`config.mk`:
```
export PLATFORM = sky130hd
export DESIGN_NAME = dsp_spi_slave
export DESIGN_NICKNAME = d
export VERILOG_FILES = /design/src/hdl/dsp_spi_slave.v /design/src/hdl/dsp_sync.v
export VERILOG_INCLUDE_DIRS = /design/src /design/src/pkg
export SDC_FILE = /design/constraint.sdc
export NUM_CORES = 1
export LEC_CHECK = 0
export ABC_CLOCK_PERIOD_IN_PS = 9250
export BUFFER_PORTS_ARGS = -buffer_cell sky130_fd_sc_hd__buf_2
export CORE_ASPECT_RATIO = 0.9
export CORE_UTILIZATION = 50
export CTS_BUF_LIST = sky130_fd_sc_hd__clkbuf_8
export DETAILED_ROUTE_END_ITERATION = 8
export HOLD_SLACK_MARGIN = 0.02
export PLACE_DENSITY = 0.77
export SYNTH_ARGS = -nofsm -noshare
export SYNTH_HDL_FRONTEND = slang
export SYNTH_SLANG_ARGS = --single-unit
```
`constraint.sdc`:
```
create_clock -name clk -period 9.25 [get_ports clk]
set_input_delay 1.85 -clock clk [delete_from_list [all_inputs] [get_ports clk]]
set_output_delay 1.85 -clock clk [all_outputs]
set_load 0.03 [all_outputs]
```
`src/pkg/dsp_consts.vh`:
```
// constants for the potentiometer serial port pin logic
`ifndef DSP_CONSTS_VH
`define DSP_CONSTS_VH
`define DSP_INSTR_WRITE 3'h3
`define DSP_INSTR_READ 3'h2
`define DSP_ADDR_ACR 5'h10
`define DSP_ADDR_RSVD 5'h0F
`define DSP_ACR_SDO_BIT 1
`define DSP_ACR_SHDN_BIT 6
`define DSP_ACR_VOL_BIT 7
`define DSP_ACR_RST 8'h40
`define DSP_WIPER_RST 8'h80
`define DSP_BIT_LAST 3'h7
`define DSP_TWC_MS 20
`define DSP_CLK_MHZ 250
`define DSP_TWC_CYC (`DSP_TWC_MS * 1000 * `DSP_CLK_MHZ)
`endif

```
`src/hdl/dsp_spi_slave.v`:
```
// serial port of a quad potentiometer: pins, registers, wipers
`timescale 1ns/100ps
`include "dsp_consts.vh"
module dsp_spi_slave #(
  parameter TWC_CYC = `DSP_TWC_CYC
) (
  // clock, reset, enable
  input wire clk,
  input wire rst,
  input wire ce,
  // spi pins from the master
  input wire sck,
  input wire sdi,
  input wire cs_n,
  // sdo pin as two signals
  output reg sdo_o_q,
  output reg sdo_oe_q,
  // status
  output reg active_q,
  output reg wip_q,
  output reg shutdown_q,
  // wiper codes, 0 low terminal, 255 high terminal
  output reg [31:0] wiper_position_q
);
  // frame outline, as the logic sees it:
  // - select falls: counters start clean, stale data byte dropped
  // - first byte: three op bits, then five address bits
  // - later bytes: data, the last full one is kept
  // - read: the byte after the instruction leaves on sdo
  // - select rises: a pending write is carried out there
  // - nv write: busy flag and timer keep the port active
  //
  // pin handling:
  // - sck, sdi and select pass two flip-flops each
  // - sck edges found by comparing with one more stage
  // - link clock must stay slow against clk for this
  // - sdo bit changes just after a falling sck, and goes to 1 when deselected
  // - sdo enable low whenever select is high
  //
  // sdo driver types:
  // - push-pull: enable high for the whole selection
  // - open drain: enable high only for a low bit
  // - open drain never drives a high level, not even
  //   for one clock, so enable follows the next bit
  //
  // register side:
  // - control reg: volatile flag, shutdown flag, sdo type
  // - four wiper codes, code 0 near low_terminal
  // - code 255 near high_terminal
  // - four nv copies written when volatile flag is 0
  // - busy flag blocks writes and wiper reads
  // - reserved place reads as zero
  //
  // limits:
  // - writes without a full data byte are dropped
  // - general purpose places only start the busy time
  // - the wiper_terminal position is the code itself
  wire sck_s;
  wire sdi_s;
  wire cs_s;
  reg sck_d1_q;
  reg cs_d1_q;
  reg armed_q;
  reg [2:0] bit_q;
  reg [7:0] shin_q;
  reg [7:0] shout_q;
  reg [1:0] byte_q;
  reg [7:0] instr_q;
  reg [7:0] data_q;
  reg have_data_q;
  reg [7:0] access_control_reg;
  reg [31:0] ivr_q;
  reg [31:0] wip_cnt_q;
  reg [7:0] rd_val;
  reg [7:0] wr_byte_d;
  reg sdo_nxt;

  // pins pass two flip-flops first
  dsp_sync u_sck (.clk(clk), .rst(rst), .ce(ce), .pin(sck),
    .sync_q(sck_s));
  dsp_sync u_sdi (.clk(clk), .rst(rst), .ce(ce), .pin(sdi),
    .sync_q(sdi_s));
  dsp_sync u_cs (.clk(clk), .rst(rst), .ce(ce), .pin(~cs_n),
    .sync_q(cs_s));

  wire sck_rise = sck_s & ~sck_d1_q;
  wire sck_fall = ~sck_s & sck_d1_q;
  wire cs_fall = cs_s & ~cs_d1_q;
  wire cs_rise = ~cs_s & cs_d1_q;
  wire sel = cs_s & armed_q;
  wire [4:0] addr = instr_q[4:0];
  wire [2:0] op = instr_q[7:5];
  wire [7:0] shin_d = {shin_q[6:0], sdi_s};
  // first falling sck after the instruction byte of a read, and after each later byte
  wire sdo_load = (bit_q == 3'h0) && (byte_q == 2'h1) &&
    (op == `DSP_INSTR_READ);

  // next sdo bit: read byte msb on load, else shifter msb
  always @* begin
    sdo_nxt = sdo_o_q;
    if (sck_fall) begin
      if (sdo_load)
        sdo_nxt = rd_val[7];
      else
        sdo_nxt = shout_q[7];
    end
  end

  // read mux for the addressed register
  always @* begin
    rd_val = 8'h00;
    if (addr == `DSP_ADDR_ACR)
      rd_val = {access_control_reg[7:6], wip_q, 3'h0,
        access_control_reg[`DSP_ACR_SDO_BIT], 1'b0};
    else if (addr[4:2] == 3'h0 && !wip_q)
      rd_val = access_control_reg[`DSP_ACR_VOL_BIT] ?
        wiper_position_q[addr[1:0]*8 +: 8] : ivr_q[addr[1:0]*8 +: 8];
  end

  // shifter byte as it will be after this rising edge
  always @* begin
    wr_byte_d = shin_d;
  end

  // edge history
  always @(posedge clk or posedge rst) begin
    if (rst) begin
      sck_d1_q <= 1'b0;
      cs_d1_q <= 1'b0;
      armed_q <= 1'b0;
    end else if (ce) begin
      sck_d1_q <= sck_s;
      cs_d1_q <= cs_s;
      if (cs_fall)
        armed_q <= 1'b1;
    end
  end

  // serial shifting while selected
  always @(posedge clk or posedge rst) begin
    if (rst) begin
      bit_q <= 3'h0;
      shin_q <= 8'h00;
      shout_q <= 8'h00;
      byte_q <= 2'h0;
      instr_q <= 8'h00;
      data_q <= 8'h00;
      have_data_q <= 1'b0;
      sdo_o_q <= 1'b1;
      sdo_oe_q <= 1'b0;
    end else if (ce) begin
      // every new selection drops a data byte left from before
      if (cs_fall)
        have_data_q <= 1'b0;
      if (!sel) begin
        bit_q <= 3'h0;
        byte_q <= 2'h0;
        sdo_oe_q <= 1'b0;
        sdo_o_q <= 1'b1;
      end else begin
        if (sck_rise) begin
          shin_q <= shin_d;
          bit_q <= bit_q + 3'h1;
          if (bit_q == `DSP_BIT_LAST) begin
            if (byte_q == 2'h0) begin
              instr_q <= wr_byte_d;
              byte_q <= 2'h1;
            end else begin
              data_q <= wr_byte_d;
              have_data_q <= 1'b1;
            end
          end
        end
        if (sck_fall) begin
          if (sdo_load)
            shout_q <= {rd_val[6:0], 1'b0};
          else
            shout_q <= {shout_q[6:0], 1'b0};
        end
        sdo_o_q <= sdo_nxt;
        // open drain drives only low, enable tracks next bit
        if (access_control_reg[`DSP_ACR_SDO_BIT])
          sdo_oe_q <= ~sdo_nxt;
        else
          sdo_oe_q <= 1'b1;
      end
    end
  end

  // write execution on select rise, nv write timer
  always @(posedge clk or posedge rst) begin
    if (rst) begin
      access_control_reg <= `DSP_ACR_RST;
      ivr_q <= {4{`DSP_WIPER_RST}};
      wiper_position_q <= {4{`DSP_WIPER_RST}};
      wip_q <= 1'b0;
      wip_cnt_q <= 32'h0;
      shutdown_q <= 1'b0;
      active_q <= 1'b0;
    end else if (ce) begin
      if (cs_rise && armed_q && have_data_q && op == `DSP_INSTR_WRITE
          && !wip_q) begin
        if (addr == `DSP_ADDR_ACR) begin
          access_control_reg[`DSP_ACR_VOL_BIT] <= data_q[7];
          access_control_reg[`DSP_ACR_SHDN_BIT] <= data_q[6];
          access_control_reg[`DSP_ACR_SDO_BIT] <= data_q[1];
        end else if (addr[4:2] == 3'h0) begin
          wiper_position_q[addr[1:0]*8 +: 8] <= data_q;
          if (!access_control_reg[`DSP_ACR_VOL_BIT]) begin
            ivr_q[addr[1:0]*8 +: 8] <= data_q;
            wip_q <= 1'b1;
            wip_cnt_q <= TWC_CYC;
          end
        end else if (addr != `DSP_ADDR_RSVD && !addr[4] &&
            !access_control_reg[`DSP_ACR_VOL_BIT]) begin
          wip_q <= 1'b1; // general purpose nv write
          wip_cnt_q <= TWC_CYC;
        end
      end else if (wip_q) begin
        if (wip_cnt_q <= 32'h1)
          wip_q <= 1'b0;
        wip_cnt_q <= wip_cnt_q - 32'h1;
      end
      shutdown_q <= ~access_control_reg[`DSP_ACR_SHDN_BIT];
      active_q <= sel | wip_q;
    end
  end
endmodule

```
`src/hdl/dsp_sync.v`:
```
// two flip-flop synchroniser for one pin
`timescale 1ns/100ps
module dsp_sync (
  // clock and reset
  input wire clk,
  input wire rst,
  input wire ce,
  // pin in, synchronised out
  input wire pin,
  output reg sync_q
);
  reg meta_q;

  // first stage only feeds second stage
  always @(posedge clk or posedge rst) begin
    if (rst) begin
      meta_q <= 1'b0;
      sync_q <= 1'b0;
    end else if (ce) begin
      meta_q <= pin;
      sync_q <= meta_q;
    end
  end
endmodule

```
==> results.py <==
metrics = {
    "run_status": {
        "status": "finished clean",
    },
    "floorplan": {
        "start_util_pct": 51.6,
        "placementRows": 40,
        "dieArea_sq_um": 14300,
        "fp.dieH_microns": 114,
        "die_w_microns": 126,
        "ios": 43,
        "coreArea_sq_um": 13400,
    },
    "detailed_routing": {
        "vias": 5317,
        "wl_per_cell_microns": 18.5,
        "drt-total-wl_microns": 16300,
        "drc": 0,
        "via_per_inst": 6.03,
        "initialDrtViolationCount": 458,
        "dr.pass1.iters": 5,
        "ant_nets": 0,
    },
    "global_routing": {
        "grt_pass1_vias": 5392,
        "antenna_found_initial": 0,
        "grt_max_degree": 78,
        "grt_pass1_wl_microns": 27000,
        "grt_usage_pct": 24.5,
        "grt-ovfl-total": 0,
    },
    "cts": {
        "clock-sinks": 148,
        "worstSkewPairLatency_ns": 0.47,
        "cts.repair.resized": 0,
        "cts-buffers-inserted": 17,
        "cts.htree.levels": 4,
        "clkTransAtPathRegs_ns": 0.08,
        "cts_root_buf": "clkbuf_8",
        "post_cts_buffers": 0,
        "cts_max_path_buffers": 2,
        "cts_tree": "built",
        "hold_buffers": 0,
    },
    "critical_path": {
        "path_delay_family": "simple AND/OR/NAND/NOR gates",
        "crit_chain": "buf_2, nand4b_1, nor4_1, nand2_1, mux2_2",
        "cp-start-kind": "primary input",
        "crit_required_ns": 9.61,
        "critPathMaxStageDelay_ns": 0.65,
        "cp_num_buf_inv": 1,
        "path_class": "primary input to flop",
        "slowest_stage": "nor4_1",
        "crit_arrival_ns": 4.08,
        "cp-end-kind": "flop",
        "critPathMaxFanout": 24,
    },
    "placement": {
        "pre_cts_slack_ns": 5.12,
        "hpwl_microns": 11000,
        "port_buffers": 42,
        "numPlacedInstances": 850,
        "place_congestion": 0.859,
    },
    "cells_and_area": {
        "drive_gt1_share_pct": 20.7,
        "layout.cells.non_filler": 882,
        "top_regs": "ivr_q: 32 flops, wip_cnt_q: 32 flops, wiper_position_q: 32 flops",
        "num-nets-final": 718,
        "syn_to_final_growth_pct": 10.8,
        "multi_input_area_sq_um": 3070,
        "antenna_cells": 0,
        "regArea_sq_um": 3720,
        "fill_cells": 1096,
    },
    "timing": {
        "rsz0062_at_grt": "false",
        "hold_violations": 0,
        "drv_slew": 0,
        "period_minus_slack_ns": 3.72,
        "finalCritPeriodShare_pct": 40.2,
        "fin_tns_setup_ns": 0,
        "final-setup-viol-count": 0,
        "max_freq_ghz": 0.269,
        "clock_skew_ns": 0.0167,
        "final.setup.worst_slack_ns": 5.53,
        "worstMarginPinSlew_ns": 1.15,
        "relSlewSlack_pct": 22.6,
    },
    "synthesis": {
        "seq_area_frac_synth_pct": 53.7,
        "synth_ff_type": "dfrtp_1",
        "synth_seq_cells": 148,
        "yosysWarnings": 0,
        "yosys-top-cells-count": "dfrtp_1 (138), nand2_1 (132), o21ai_0 (84), nor2_1 (39), mux2_2 (34)",
        "syn_inst": 658,
        "synth_area_leaders": "dfrtp_1 (50%), nand2_1 (7.2%), o21ai_0 (6.1%)",
        "synth_cell_types": 62,
        "synth.most_common_cell": "dfrtp_1",
        "syn-mean-instance-area_sq_um": 10.5,
        "synth_edf_count": 0,
        "synth.top_cell.area_share_pct": 49.9,
        "async_flop_share_pct": 100,
        "syn-num-nets": 675,
        "synth_area_leader_cell": "dfrtp_1",
        "syn_area_sq_um": 6920,
    },
    "power": {
        "p_leak_nw": 3.41,
        "p_seq_share_pct": 51.4,
        "pwr-share-comb_pct": 18.4,
        "max-vdd-ir-drop_mv": 0.0991,
        "p_int_mw": 1.11,
        "sw_frac_of_total_pct": 31.7,
        "clkPwrFrac_pct": 30.2,
        "switching_power_mw": 0.513,
        "power.density_nw_per_um2": 211,
    },
    "job": {
        "drv_cap": 0,
    },
    "worst_hold_path": {
        "hold_path_class": "flop to flop",
    },
}
final timing paths:
| kind | slack (ns) | end | startpoint | cells past startpoint |
|---|---|---|---|---|
| setup reg to reg | 6.15 | ivr_q[5]$_DFFE_PP0P_ | instr_q[1]$_DFFE_PP0P_ | 5 |
| max in group asynchronous | 6.38 | ivr_q[21]$_DFFE_PP0P_ | rst | 3 |
| hold reg to reg | 0.48 | ivr_q[23]$_DFFE_PP1P_ | ivr_q[23]$_DFFE_PP1P_ | 2 |
| min in group asynchronous | 1.48 | u_cs.meta_q$_DFFE_PP0P_ | rst | 2 |
| setup / recovery | 5.53 | ivr_q[14]$_DFFE_PP0P_ | ce | 5 |
| hold / removal | 0.48 | ivr_q[23]$_DFFE_PP1P_ | ivr_q[23]$_DFFE_PP1P_ | 2 |
per-layer routing:
| metal | global-route usage (%) | vias to the layer above | wire [microns] |
|---|---|---|---|
| li1 | - | 2439 | - |
| met1 | 33.4 | 2676 | 7260 |
| met2 | 38.5 | 180 | 7830 |
| met3 | 4.74 | 22 | 956 |
| met4 | 11.1 | 0 | 299 |
| met5 | 0 | - | 0 |
tightest hold or removal path, stage by stage (launching register included):
cell and delay, ns:
dfstp_2 0.37, nand2_1 0.04, o21ai_0 0.07
final cells by class:
| class | count | area share [%] |
|---|---|---|
| multi-input cells | 476 | 40.0 |
| flip-flops and latches | 148 | 48.4 |
| clock buffers | 19 | 3.41 |
| well taps | 168 | 2.74 |
| inverters | 11 | 0.603 |
| repair buffers | 47 | 3.23 |
| clock inverters | 13 | 1.57 |
logic make-up (layout without fill, tap and decap cells):
family | after synthesis | count (layout) | synth area share (%)
muxes | 54 | 54 | 11.0
adders and majority gates | 11 | 11 | 1.99
and+or+nand+nor | 267 | 267 | 18.6
xor gates and xnor gates | 16 | 16 | 2.02
AOI/OAI and AO/OA | 128 | 128 | 10.8
DFF | 148 | 148 | 53.7
buffers and inverters | 34 | 90 | 2.01
power groups by stage:
stage	clock network [mW]	registers, mW	logic (mW)
floorplan	0	0.822	0.231
global placement	0	0.833	0.279
detailed placement	0	0.840	0.296
CTS	0.495	0.830	0.298
global route	0.519	0.846	0.338
finish	0.490	0.832	0.298
per-stage QoR:
step	hold WS (ns)	power [mW]	area (sq um)	util [%]
after floorplan	0.445	1.05	6920	-
final	0.485	1.62	7670	57.2
after global routing	0.518	1.70	7670	57.2
after global placement	0.457	1.11	7290	54.3
after detailed placement	0.472	1.14	7290	54.3
after CTS	0.485	1.62	7670	57.2
placed cells by master, fill, tap and decap left out, types with 11 or more instances in the layout:
master | synthesis | layout
buf_2 | 3 | 42
clkbuf_8 | 0 | 19
a21oi_1 | 12 | 12
mux2_2 | 34 | 34
nor3_1 | 14 | 14
nand3_1 | 13 | 13
ha_1 | 11 | 11
nand2_1 | 132 | 132
inv_1 | 10 | 13
nor2_1 | 39 | 39
o21ai_0 | 84 | 84
dfrtp_1 | 138 | 138
mux4_2 | 14 | 14
No activity file was read; power rests on OpenSTA's default activity.
